--- src/verilog/sfd_pkg.sv ---
// constants, types and the parameter table for the discoverable-parameter read block
`default_nettype none

package sfd_pkg;

	localparam int unsigned SFD_MCLK_HZ      = 25_000_000;
	localparam logic [7:0]  SFD_OPCODE      = 8'h5a;
	localparam logic [4:0]  SFD_CMD_LAST    = 5'h07;
	localparam logic [4:0]  SFD_ADDR_LAST   = 5'h17;
	localparam logic [4:0]  SFD_DUMMY_LAST  = 5'h07;
	localparam logic [2:0]  SFD_BIT_LAST    = 3'h7;
	localparam int unsigned SFD_TABLE_AW    = 5;
	localparam int unsigned SFD_TABLE_DEPTH = 32;
	localparam int unsigned SFD_FIFO_WIDTH  = 8;
	localparam int unsigned SFD_FIFO_DEPTH  = 8;
	localparam logic [7:0]  SFD_VENDOR_SLOT = 8'h10;
	localparam logic [4:0]  SFD_ADDR_RESET  = 5'h00;
	localparam logic [7:0]  SFD_BYTE_RESET  = 8'h00;

	// header part of the table; the vendor slot is patched in by sfd_table_byte
	localparam logic [7:0] SFD_TABLE [0:SFD_TABLE_DEPTH-1] = '{
		8'h53, 8'h46, 8'h44, 8'h50, 8'h06, 8'h01, 8'h02, 8'hff,
		8'h00, 8'h06, 8'h01, 8'h10, 8'h30, 8'h00, 8'h00, 8'hff,
		8'h00, 8'h00, 8'h01, 8'h04, 8'h10, 8'h01, 8'h00, 8'hff,
		8'h84, 8'h00, 8'h01, 8'h02, 8'hc0, 8'h00, 8'h00, 8'hff
	};

	typedef enum logic [2:0] {
		ST_CMD,
		ST_ADDR,
		ST_DUMMY,
		ST_DATA,
		ST_IGNORE
	} sfd_state_t;

	typedef struct packed {
		logic cs_n;
		logic sclk;
		logic di;
	} sfd_pins_t;

	typedef struct packed {
		logic [SFD_FIFO_WIDTH-1:0] data;
		logic                      valid;
	} sfd_word_t;

	function automatic logic [7:0] sfd_table_byte(input logic [4:0] idx, input logic [7:0] vendor);
		logic [7:0] b;
		b = SFD_TABLE[idx];
		if ({3'h0, idx} == SFD_VENDOR_SLOT) begin
			b = vendor;
		end
		return b;
	endfunction : sfd_table_byte

	function automatic logic [4:0] sfd_next_addr(input logic [4:0] a);
		return 5'(a + 5'h01);
	endfunction : sfd_next_addr

endpackage : sfd_pkg

`default_nettype wire

--- src/verilog/sfd_fifo.sv ---
// small synchronous fifo with valid/ready on both sides and a flush
`default_nettype none

module sfd_fifo
	import sfd_pkg::*;
#(
	parameter int unsigned WIDTH = SFD_FIFO_WIDTH,
	parameter int unsigned DEPTH = SFD_FIFO_DEPTH
) (
	input  wire logic             mclk_in,
	input  wire logic             rst_in,
	input  wire logic             flush_in,
	input  wire logic             wr_valid_in,
	input  wire logic [WIDTH-1:0] wr_data_in,
	output logic                  wr_ready_out,
	output logic                  rd_valid_out,
	output logic      [WIDTH-1:0] rd_data_out,
	input  wire logic             rd_ready_in
);

	localparam int unsigned PW = $clog2(DEPTH);

	logic [WIDTH-1:0] mem [0:DEPTH-1];
	logic [PW-1:0]    wr_ptr;
	logic [PW-1:0]    rd_ptr;
	logic [PW:0]      count;
	logic [PW-1:0]    next_wr_ptr;
	logic [PW-1:0]    next_rd_ptr;
	logic [PW:0]      next_count;
	logic             do_wr;
	logic             do_rd;

	assign wr_ready_out = (count != (PW+1)'(DEPTH));
	assign rd_valid_out = (count != '0);
	assign rd_data_out  = mem[rd_ptr];
	assign do_wr        = wr_valid_in && wr_ready_out && !flush_in;
	assign do_rd        = rd_valid_out && rd_ready_in && !flush_in;

	always_comb begin
		next_wr_ptr = do_wr ? PW'(wr_ptr + 1'b1) : wr_ptr;
		next_rd_ptr = do_rd ? PW'(rd_ptr + 1'b1) : rd_ptr;
		next_count  = (PW+1)'(count + (PW+1)'(do_wr) - (PW+1)'(do_rd));
		if (flush_in) begin
			next_wr_ptr = '0;
			next_rd_ptr = '0;
			next_count  = '0;
		end
	end

	always_ff @(posedge mclk_in or posedge rst_in) begin
		if (rst_in) begin
			wr_ptr <= '0;
			rd_ptr <= '0;
			count  <= '0;
		end else begin
			wr_ptr <= next_wr_ptr;
			rd_ptr <= next_rd_ptr;
			count  <= next_count;
		end
	end

	// storage needs no reset: a word is only read after it was written
	always_ff @(posedge mclk_in) begin
		if (do_wr) begin
			mem[wr_ptr] <= wr_data_in;
		end
	end

endmodule : sfd_fifo

`default_nettype wire

--- src/verilog/sfd_sfdp_read.sv ---
// device-side serial engine for the discoverable-parameter read command
// Behaviour
// - after the dummy byte, table data leaves on the output, changing on falling edges
// - any start address accepted; byte address advances by one per output byte
// - past the top table location the address wraps to zero and streaming continues
// - select high ends the command at any time; output drive stops, transfer abandoned
// - command arriving during erase, program or write is ignored, cycle untouched
// - bytes 00h-03h return 53h 46h 44h 50h, the signature
// - byte 04h returns minor revision 06h, byte 05h major revision 01h
// - byte 06h returns header count 02h, byte 07h returns FFh
// - first header: 00h 06h 01h 10h, pointer 000030h, FFh
// - second header: vendor byte, 00h 01h 04h, pointer bytes 10h 01h 00h, FFh
// - third header: 84h 00h 01h 02h, pointer bytes C0h 00h 00h, FFh
// - busy means the write-in-progress flag is 1 during erase or program
`default_nettype none

module sfd_sfdp_read
	import sfd_pkg::*;
#(
	parameter logic [7:0] VENDOR_ID = 8'h5c // arbitrary value
) (
	input  wire logic      mclk_in,
	input  wire logic      rst_in,
	input  wire sfd_pins_t pins_in,
	input  wire logic      write_in_progress_in,
	output logic           dout_out,
	output logic           dout_oe_out
);

	sfd_state_t state;
	sfd_state_t next_state;
	logic [4:0]  cnt;
	logic [4:0]  next_cnt;
	logic [23:0] shin;
	logic [23:0] next_shin;
	logic [4:0]  fetch_addr;
	logic [4:0]  next_fetch_addr;
	logic [7:0]  shout;
	logic [7:0]  next_shout;
	logic [2:0]  bcnt;
	logic [2:0]  next_bcnt;
	logic        dout;
	logic        next_dout;
	logic        dout_oe;
	logic        next_dout_oe;
	logic        sclk_prev;

	logic        rise;
	logic        fall;
	logic        push;
	logic        push_ready;
	logic [7:0]  push_data;
	sfd_word_t   head;
	logic        pop;
	logic        cmd_done;
	logic        load;

	assign rise      = pins_in.sclk && !sclk_prev;
	assign fall      = !pins_in.sclk && sclk_prev;
	assign cmd_done  = (state == ST_CMD) && rise && (cnt == SFD_CMD_LAST);
	assign push_data = sfd_table_byte(fetch_addr, VENDOR_ID);
	// prefetch starts once the address is known, so the fifo is full long before the first data fall
	assign push      = !pins_in.cs_n && ((state == ST_DUMMY) || (state == ST_DATA)) && push_ready;
	// a fall seen together with select high must not pop: the transfer is already being abandoned
	assign load      = !pins_in.cs_n && (state == ST_DATA) && fall && (bcnt == '0);
	assign pop       = load && head.valid;

	sfd_fifo #(
		.WIDTH (SFD_FIFO_WIDTH),
		.DEPTH (SFD_FIFO_DEPTH)
	) u_fifo (
		.mclk_in      (mclk_in),
		.rst_in       (rst_in),
		.flush_in     (pins_in.cs_n),
		.wr_valid_in  (push),
		.wr_data_in   (push_data),
		.wr_ready_out (push_ready),
		.rd_valid_out (head.valid),
		.rd_data_out  (head.data),
		.rd_ready_in  (pop)
	);

	always_comb begin
		next_state      = state;
		next_cnt        = cnt;
		next_shin       = shin;
		next_fetch_addr = fetch_addr;
		next_shout      = shout;
		next_bcnt       = bcnt;
		next_dout       = dout;
		next_dout_oe    = dout_oe;
		if (pins_in.cs_n) begin
			next_state   = ST_CMD;
			next_cnt     = '0;
			next_bcnt    = '0;
			next_dout_oe = 1'b0;
		end else begin
			case (state)
				ST_CMD: begin
					if (rise) begin
						next_shin = {shin[22:0], pins_in.di};
						next_cnt  = 5'(cnt + 5'h01);
						if (cnt == SFD_CMD_LAST) begin
							next_cnt = '0;
							// busy is sampled as the flag level when the opcode completes
							if ({shin[6:0], pins_in.di} != SFD_OPCODE || write_in_progress_in) begin
								next_state = ST_IGNORE;
							end else begin
								next_state = ST_ADDR;
							end
						end
					end
				end
				ST_ADDR: begin
					if (rise) begin
						next_shin = {shin[22:0], pins_in.di};
						next_cnt  = 5'(cnt + 5'h01);
						if (cnt == SFD_ADDR_LAST) begin
							next_cnt        = '0;
							// upper address bits fold onto the table size
							next_fetch_addr = {shin[3:0], pins_in.di};
							next_state      = ST_DUMMY;
						end
					end
				end
				ST_DUMMY: begin
					if (rise) begin
						next_cnt = 5'(cnt + 5'h01);
						if (cnt == SFD_DUMMY_LAST) begin
							next_cnt   = '0;
							next_state = ST_DATA;
						end
					end
				end
				ST_DATA: begin
					if (pop) begin
						next_dout    = head.data[7];
						next_shout   = {head.data[6:0], 1'b0};
						next_bcnt    = SFD_BIT_LAST;
						next_dout_oe = 1'b1;
					end else if (fall && bcnt != '0) begin
						next_dout  = shout[7];
						next_shout = {shout[6:0], 1'b0};
						next_bcnt  = 3'(bcnt - 3'h1);
					end
				end
				ST_IGNORE: begin
					next_dout_oe = 1'b0;
				end
				default: begin
					next_state = ST_CMD;
				end
			endcase
		end
		if (push) begin
			next_fetch_addr = sfd_next_addr(fetch_addr);
		end
	end

	always_ff @(posedge mclk_in or posedge rst_in) begin
		if (rst_in) begin
			state      <= ST_CMD;
			cnt        <= '0;
			shin       <= '0;
			fetch_addr <= SFD_ADDR_RESET;
			shout      <= SFD_BYTE_RESET;
			bcnt       <= '0;
			dout       <= 1'b0;
			dout_oe    <= 1'b0;
			sclk_prev  <= 1'b0;
		end else begin
			state      <= next_state;
			cnt        <= next_cnt;
			shin       <= next_shin;
			fetch_addr <= next_fetch_addr;
			shout      <= next_shout;
			bcnt       <= next_bcnt;
			dout       <= next_dout;
			dout_oe    <= next_dout_oe;
			sclk_prev  <= pins_in.sclk;
		end
	end

	assign dout_out    = dout;
	assign dout_oe_out = dout_oe;
endmodule : sfd_sfdp_read

`default_nettype wire

--- config.mk ---
export PLATFORM = sky130hd
export DESIGN_NAME = sfd_sfdp_read
export DESIGN_NICKNAME = d
export VERILOG_FILES = /design/src/verilog/sfd_pkg.sv /design/src/verilog/sfd_fifo.sv /design/src/verilog/sfd_sfdp_read.sv
export SDC_FILE = /design/constraint.sdc
export NUM_CORES = 1
export LEC_CHECK = 0
export ABC_AREA = 0
export BUFFER_PORTS_ARGS = -buffer_cell sky130_fd_sc_hd__buf_2
export CAP_MARGIN = 5
export CELL_PAD_IN_SITES_DETAIL_PLACEMENT = 1
export CELL_PAD_IN_SITES_GLOBAL_PLACEMENT = 1
export CORE_ASPECT_RATIO = 1.4
export CORE_UTILIZATION = 54
export CTS_BUF_LIST = sky130_fd_sc_hd__clkbuf_4
export CTS_CLUSTER_DIAMETER = 100
export DETAILED_ROUTE_END_ITERATION = 8
export PLACE_DENSITY = 0.9
export SLEW_MARGIN = 15
export SYNTH_ARGS = -nofsm -noshare
export SYNTH_HDL_FRONTEND = slang
export SYNTH_SLANG_ARGS = --single-unit
--- constraint.sdc ---
create_clock -name mclk_in -period 2.9 [get_ports mclk_in]
set_clock_uncertainty 0.15 [all_clocks]
set_input_delay 0.29 -clock mclk_in [delete_from_list [all_inputs] [get_ports mclk_in]]
set_output_delay 0.29 -clock mclk_in [all_outputs]
set_load 0.05 [all_outputs]
======== Yosys cells after proc, flatten, opt, wreduce, memory -nomap -nowiden ========
Memories as Yosys holds them, arrays and structs flattened.
Index checks and enable logic that the tools add are counted.
storage, ports and cells
  logic and storage cells ................. 126
  input port bits ......................... 6
  ROM bits ................................ 256
  output and inout port bits .............. 2
  memories kept ........................... 2
  RAM bits ................................ 64
  latch bits .............................. 0
  register bits ........................... 44
cells by class
  bitwise logic cells ..................... 2
  equal/unequal tests ..................... 19
  muxes and demuxes ....................... 41
  multipliers ............................. 0
  reductions and logical operators ........ 42
  magnitude comparators ................... 1
  shift-type cells ........................ 0
  div/mod/pow operators ................... 0
  add/sub/neg operators ................... 7
memory list
  memory           depth  width  rd ports  clocked after Yosys merged registers in  wr ports  line            source
  (no name shown)  32     8      1         0                                        0         sfd_pkg.sv:49   b = SFD_TABLE[idx];
  u_fifo.mem       8      8      1         0                                        1         sfd_fifo.sv:23  logic [WIDTH-1:0] mem [0:DEPTH-1];
operators by type and width
  kind                 count
  $mux 5               10
  $mux 3               16
  $mux 8               5
  $reduce_bool 2->1    7
  $logic_and 1x1->1    13
  $ne 3x3->1 const B   4
  $pmux 3 s4           1
  $reduce_bool 3->1    4
  $add 5x1->5 const B  2
  $eq 5x5->1 const B   2
  $pmux 5 s2           1
  $ne 3x2->1 const B   3
  $reduce_and 3->1     3
  $ne 8x7->1 const B   1
  $reduce_and 7->1     1
  $add 3x1->3 const B  2
  $eq 3x2->1 const B   2
  $ge 6x6->1 const B   1
  $logic_not 3->1      2
  $mux 1               6
  $not 5->6            1
  $reduce_or 2->1      3
  $eq 5x3->1 const B   1
  $add 4x1->4          1
  15 further kinds     20

======== Depth between registers and ports, before layout ========
Gate-level depths: netlist of run 1.
  depth in word-level cells ............... 9
  mapped depth ............................ 14
  gate-level depth less buffers ........... 13

======== Hierarchy ========
Synthesis of run 1 repeated with hierarchy kept, for this count alone.
second synthesis, totals
  cells, all modules ...................... 400
  area total of the unflattened synthesis .. 5,211.2 sq um
modules (own cells, without submodules)
  module         times used  sequential area each (sq um)  area each (sq um)  cells an instance
  sfd_fifo       1           2,172.1                       3,159.3            171
  sfd_sfdp_read  1           825.8                         2,052.0            229

======== Worst setup path before layout of run 1 ========
No wires, ideal clock.
  kind .................................... register to register
  start point ............................. register u_fifo.count[2]
  end point ............................... memory u_fifo.mem[4][0] in the netlist's numbering, enable pin
  clock period less this slack ............ 2.561 ns
  data arrival time ....................... 2.013 ns
  cell stages (with the launch flop) ...... 6
  library setup time ...................... 0.398 ns
  slack ................................... 0.339 ns
  path buffers ............................ 1
  cell sequence ........................... dfrtp_1 -> inv_1 -> ha_1 -> a211o_1 -> clkbuf_1 -> nor4b_1
on the way
  cells in the longest elaborated chain, start to end .. 6
ends and longest elaborated chain
  item                               line                 source
  start, declared                    sfd_fifo.sv:26       logic [PW:0] count;
  start signal, assigned             sfd_fifo.sv:58       count <= next_count;
  $ne 4x4->1 *                       sfd_fifo.sv:33       assign wr_ready_out = (count != (PW+1)'(DEPTH));
  $logic_and 1x1->1                  sfd_sfdp_read.sv:63  assign push = !pins_in.cs_n && ((state == ST_DUMMY) || (state == ST_DATA)) && push_ready;
  $logic_and 1x1->1 * (2 in series)  sfd_fifo.sv:36       assign do_wr = wr_valid_in && wr_ready_out && !flush_in;
  $mux 1 *                           sfd_fifo.sv:64       if (do_wr) begin
  $mux 1 (implied by the code) *     sfd_fifo.sv:65       mem[wr_ptr] <= wr_data_in;
  end, declared                      sfd_fifo.sv:23
Mark *: on every way between the ends. The rest lies on a longest branch, timed or not.

======== Worst setup path after layout of run 1 ========
  start point ............................. input pins_in[1] in the netlist's numbering
  end point ............................... register u_fifo.count[3]
on the way
  cells in the longest elaborated chain, start to end .. 9
ends and longest elaborated chain
  item                             line                 source
  start, declared                  sfd_sfdp_read.sv:24  input wire sfd_pins_t pins_in,
  $logic_not 1->1                  sfd_sfdp_read.sv:59  assign fall = !pins_in.sclk && sclk_prev;
  $logic_and 1x1->1                sfd_sfdp_read.sv:59
  $logic_and 1x1->1 (2 in series)  sfd_sfdp_read.sv:65  assign load = !pins_in.cs_n && (state == ST_DATA) && fall && (bcnt == '0);
  $logic_and 1x1->1                sfd_sfdp_read.sv:66  assign pop = load && head.valid;
  $logic_and 1x1->1 (2 in series)  sfd_fifo.sv:37       assign do_rd = rd_valid_out && rd_ready_in && !flush_in;
  $sub 4x1->4                      sfd_fifo.sv:42       next_count = (PW+1)'(count + (PW+1)'(do_wr) - (PW+1)'(do_rd));
  $mux 4                           sfd_fifo.sv:43       if (flush_in) begin
  named net u_fifo.next_count[3]   sfd_fifo.sv:29       logic [PW:0] next_count;
The timed path passes the listed nets, and every way through them passes these cells.
A chain may end at the register's enable or synchronous reset.

==> results of run 1 <==
[final timing paths]
kind / from / endpoint / slack (ns)
worst min register to register: shin[6] / shin[6] / 0.40
max in group asynchronous: rst_in / state[2] / 1.57
worst max-delay path: pins_in[1] / u_fifo.count[3] / 0.24
worst max register to register: u_fifo.count[2] / u_fifo.count[3] / 0.26
worst min-delay path: pins_in[2] / bcnt[0] / 0.13
min in group asynchronous: rst_in / shout[3] / 0.31
[report_power, final]
part,total [mW],internal [mW],switching [mW]
logic,0.141,0.0583,0.0829
clock network,0.737,0.267,0.470
registers,1.70,1.66,0.0421
[worst max-delay path, delay by kind of cell]
family,cells,cell delay (ns)
buffers and inverters,4,0.87
adders and majority gates,2,0.45
AOI/OAI and AO/OA,2,0.32
and+or+nand+nor,4,0.79
xor gates and xnor gates,1,0.13
[Yosys cell counts (7+ instances only)]
library cell	n
edfxtp_1	64
dfrtp_1	43
nand2_1	31
inv_1	19
nor2_1	18
o21ai_0	18
ha_1	17
mux4_2	16
a21oi_1	14
mux2i_1	14
clkbuf_1	11
nand2b_1	10
nand3_1	9
nor3_1	9
o221a_2	9
a211oi_1	7
[cells by family after synthesis]
family	synth area share, %
AND/OR/NAND/NOR	12.0
flip-flops	58.8
AO/OA/AOI/OAI	9.38
buffers and inverters	3.27
multiplexers	11.1
adder cells (fa/ha/maj)	4.57
XOR/XNOR	0.859
[metrics by stage]
step	power, mW	hold WS, ns
floorplan	1.82	0.171
global placement	1.86	0.254
detailed placement	1.87	0.272
CTS	2.59	0.110
global route	2.66	0.137
finish	2.58	0.131
[final cells by class]
class	instances	area share, %
multi-input cells	240	35.4
repair buffers	27	3.52
inverters	20	1.37
flip-flops and latches	107	54.8
clock inverters	6	1.01
clock buffers	10	1.37
diodes	1	0.0457
well taps	107	2.45
[metal layers]
| metal | vias up | track usage, % |
|---|---|---|
| met1 | 1658 | 28.3 |
| met5 | - | 0 |
| met3 | 22 | 3.86 |
| met2 | 52 | 44.2 |
| li1 | 1495 | - |
| met4 | 0 | 11.5 |
[flip-flops by register name (all words and copies together) (netlist names)]
name / flops
bcnt: 3
cnt: 5
dout_oe_out: 1
dout_out: 1
fetch_addr: 5
sclk_prev: 1
shin: 7
shout: 7
state: 3
u_fifo.count: 4
u_fifo.mem: 64
u_fifo.rd_ptr: 3
u_fifo.wr_ptr: 3
[timing repair]
item | CTS | global route
endpoints found under the hold margin | 28 | 0
setup buffers | 0 | 0
setup endpoints to repair | 0 | 1
hold buffers | 3 | 0
resized for setup | 0 | 1
==> out/metrics.yaml, run 1 <==
grt:
  grt_max_degree: 27
  grt_usage_pct: 24.2
  gr-total-overflow: 0
  grt_pass1_wl_um: 17700
  antenna_found_initial: 1
  grt_pass1_vias: 3471
routing:
  wl_met2_um: 5930
  met3WireLength_um: 222
  drt_iter0_drc: 224
  wl_met1_um: 4590
  ant_nets: 0
  wirelength_um: 11000
  wl_per_cell_um: 21.3
  drc: 4
  first_pass_iters: 6
  vias: 3227
  viasPerCell: 6.23
  top_layer_used: "met4"
placement:
  pre_cts_slack_ns: 0.215
  gp_congestion: 0.810
  hpwl_um: 7900
  placed_cell_area_mm2: 0.00530
  dpl.cell_count: 498
  port_buffers: 7
worst_setup_path:
  cp.required_ns: 3.09
  crit_arrival_ns: 2.85
  reg2reg_depth: 13
  cp-start-kind: "input pin"
  cpPeakStageDelay_ns: 0.53
  slowest_stage: "dlygate4sd3_1"
  cp_max_fo: 9
  crit_type: "input pin to flip-flop"
  worstSetupEndpointType: "flip-flop"
  path_cells: "dlygate4sd3_1 > buf_2 > nand2b_1 > nor3_1 > nand2_1 > inv_1 > ha_1 > inv_1 > ha_1 > a21o_1 > a21oi_1 > xnor2_1 > nor2_1"
cts:
  clk_pin_slew_ns: 0.15
  htree_num_levels: 3
  numCtsBuffers: 9
  clkSinkCount: 107
  clock_path_buffers: 2
  insertion_delay_ns: 0.45
  cts_tree: "yes"
  cts_root_buf: "clkbuf_4"
sta:
  layout_setup_ws_ns: 0.240
  setup_violations: 0
  grt_setup_unrepaired: "no"
  drv_slew: 0
  tns_ns: 0
  fin_crit_sh_pct: 91.7
  slew_headroom_pct: 36.0
  period_needed_ns: 2.66
  fmax_ghz: 0.376
  worst_slew_pin_slew_ns: 0.955
  hold_viol: 0
final_layout:
  final_common_cell: "edfxtp_1"
  layout.nets: 429
  layoutNonFillerInstCount: 518
  drive_above_1_share_pct: 18.0
  seqCellArea_mm2: 0.00300
  areaGrowthSynthToFinish_pct: 7.34
  layout_common_cells: "64 x edfxtp_1, 43 x dfrtp_1, 31 x nand2_1"
  nFillCells: 901
  multi_input_area_mm2: 0.00194
  postLayoutCellArea_mm2: 0.00547
  final_util_pct: 60.2
die:
  fp.dieH_um: 117
  die_w_um: 84.1
  core_area_mm2: 0.00908
  io_pins: 8
  die_area_mm2: 0.00984
  rows: 41
  initial_core_util_pct: 56.1
synthesis:
  netlist.area_leader.share_pct: 37.7
  yosysWarnings: 0
  yosysSeqAreaShare_pct: 58.8
  netlist_area_mm2: 0.00510
  synth_ff_type: "edfxtp_1"
  ys_top_cells_by_area: "edfxtp_1 38%, dfrtp_1 21%, mux4_2 7.1%"
  ys_types: 53
  syn_area_per_cell_um2: 13.2
  syn_nets: 411
  yosysTopAreaCell: "edfxtp_1"
  async_flop_share_pct: 40.2
  synth_seq_cells: 107
  synth_edf_count: 64
  netlist_instances: 387
status:
  failed_checks: "DRC"
  status: "finished, violations left"
pwr:
  max-vdd-ir-drop_mv: 0.327
  p_leak_nw: 2.09
  powerDensity_mw_per_mm2: 472
worst_hold_path:
  worstHoldPathCells: 4
  hold_path_class: "input pin to flip-flop"
run:
  drv_cap: 0
(Power assumes the default switching activity.)
==> inputs of run 2 (changes only) <==
Settings changed: REMOVE_ABC_BUFFERS from default to 1.
==> run 2 against run 1 <==
Against the previous run: the flow now finishes without violations; clock power is 10% higher; utilization increased by 0.29 points; final cell count increased by 0.19%; critical path depth down 1; via count up 1.3%; combinational power is essentially flat; register-to-register slack got worse by 0.12 ns; sequential share of layout area decreased by 0.26 points; largest cell class unchanged; highest routed layer unchanged; flip-flop and latch count unchanged; non-clock buffer count increased by 2.
==> out/metrics.yaml, run 2 (synthesis gave the netlist of run 1 again) <==
pwr:
  powerDensity_mw_per_mm2: 484  # +2.5%
  p_leak_nw: 2.10  # +0.51%
  max-vdd-ir-drop_mv: 0.373  # +14%
cts:
  clkSinkCount: 107  # unchanged
  clock_path_buffers: 2  # unchanged
  cts_setup_buffers: 0  # unchanged
  insertion_delay_ns: 0.46  # about the same
  htree_num_levels: 3  # unchanged
  clk_pin_slew_ns: 0.16  # about the same
  cts_tree: "yes"
  numCtsBuffers: 9  # unchanged
  cts_root_buf: "clkbuf_4"
worst_setup_path:
  worstSetupEndpointType: "flip-flop"
  crit_type: "flip-flop to flip-flop"
  reg2reg_slack_ns: 0.14  # -0.12 ns
  crit_arrival_ns: 2.97  # +0.12 ns
  cp-start-kind: "flip-flop"
  cp.required_ns: 3.11  # +0.02 ns
  cp_max_fo: 5  # -4
status:
  status: "finished, final reports clean"
final_layout:
  layout_common_cells: "64 x edfxtp_1, 43 x dfrtp_1, 31 x nand2_1, 19 x buf_4"
  final_util_pct: 60.5  # +0.29 points
  final_common_cell: "edfxtp_1"
  drive_above_1_share_pct: 18.2  # +0.16 points
  antenna_cells: 0  # -1
  layout.nets: 431  # +0.47%
  largest_reg_flops: 64  # unchanged
  reg.largest.list: "u_fifo.mem (64), shin (7), shout (7)"
  regMostFlops: "u_fifo.mem"
  areaGrowthSynthToFinish_pct: 7.86
  nFillCells: 894  # -0.78%
placement:
  port_buffers: 7  # unchanged
  gp_congestion: 0.835  # +3.0%
  hpwl_um: 8170  # +3.4%
sta:
  slew_headroom_pct: 43.9  # +7.9 points
  fmax_ghz: 0.362  # -3.6%
  fin_crit_sh_pct: 95.2  # +3.4 points
  setup_violations: 0  # unchanged
  worst_slew_pin_slew_ns: 0.842  # -0.113 ns
  grt_setup_unrepaired: "no"
  hold_viol: 0  # unchanged
  period_needed_ns: 2.76  # +0.0994 ns
  tns_ns: 0  # unchanged
  drv_slew: 0  # unchanged
routing:
  vias: 3270  # +1.3%
  viasPerCell: 6.30  # +1.1%
  drt_iter0_drc: 237  # +5.8%
  first_pass_iters: 4  # -2
  drc: 0  # -4
  wirelength_um: 11500  # +4.4%
  wl_per_cell_um: 22.2  # +4.2%
  ant_nets: 0  # unchanged
grt:
  grt_usage_pct: 25.6  # +1.3 points
  grt_pass1_vias: 3549  # +2.2%
  grt_max_degree: 27  # unchanged
  antenna_found_initial: 0  # -1
  grt_pass1_wl_um: 18600  # +5.2%
  gr-total-overflow: 0  # unchanged
die:
  die_w_um: 84.1  # unchanged
  rows: 41  # unchanged
  io_pins: 8  # unchanged
  core_area_mm2: 0.00908  # unchanged
  die_area_mm2: 0.00984  # unchanged
  initial_core_util_pct: 56.1  # unchanged
  fp.dieH_um: 117  # unchanged
worst_hold_path:
  hold_path_class: "input pin to flip-flop"
run:
  drv_cap: 0  # unchanged
-- run 2: area by class of cell --
type / count / area [µm²] / share of cell area (%)
repair buffers: 29 / 208 / 3.78
inverters: 20 / 75.1 / 1.37
well taps: 107 / 134 / 2.44
clock inverters: 7 / 82.6 / 1.50
multi-input cells: 240 / 1930 / 35.1
flip-flops and latches: 107 / 3000 / 54.5
clock buffers: 9 / 67.6 / 1.23
-- run 2: worst max-delay path, cell delays in order (launching register included) --
cell,delay [ns]
dfrtp_1,0.41
inv_1,0.12
ha_1,0.16
nor3b_2,0.29
nor3_1,0.13
nand2_1,0.14
inv_1,0.09
ha_1,0.29
inv_1,0.05
ha_1,0.21
fa_1,0.40
xnor2_1,0.17
nor2_1,0.05
-- run 2: final timing paths --
kind,start,end,cells after the start
worst min register to register,shin[6],shin[6],1
min in group asynchronous,rst_in,cnt[4],3
worst min-delay path,pins_in[2],shout[1],4
worst max register to register,u_fifo.count[2],u_fifo.count[2],12
max in group asynchronous,rst_in,shout[3],4
worst max-delay path,u_fifo.count[2],u_fifo.count[2],12
-- run 2: power breakdown --
group	leakage, nW	switching [mW]	total [mW]	internal [mW]
sequential	1.20	0.0410	1.70	1.66
clock	0.0761	0.473	0.812	0.339
combinational	0.822	0.0820	0.144	0.0616
-- run 2: layer usage --
| metal | global-route usage (%) | part of all wire (%) |
|---|---|---|
| met2 | 46.4 | 55 |
| met3 | 4.91 | 3.1 |
| met4 | 10.0 | 1.9 |
| met5 | 0 | 0 |
| met1 | 30.3 | 40 |
-- run 2: per-stage QoR --
step / instances / power [mW] / area, µm² / hold WS, ns / setup WS [ns]
CTS: 519 / 2.68 / 5500 / 0.0481 / 0.130
floorplan: 367 / 1.82 / 5000 / 0.171 / 0.283
global route: 519 / 2.74 / 5500 / 0.0779 / 0.0321
global placement: 500 / 1.86 / 5320 / 0.196 / 0.409
finish: 519 / 2.66 / 5500 / 0.0673 / 0.140
detailed placement: 500 / 1.88 / 5320 / 0.221 / 0.146
-- run 2: timing repair --
item	CTS	global route
setup endpoints to repair	0	0
hold buffers	3	0
gates resized for setup	0	0
hold endpoints to repair	23	0
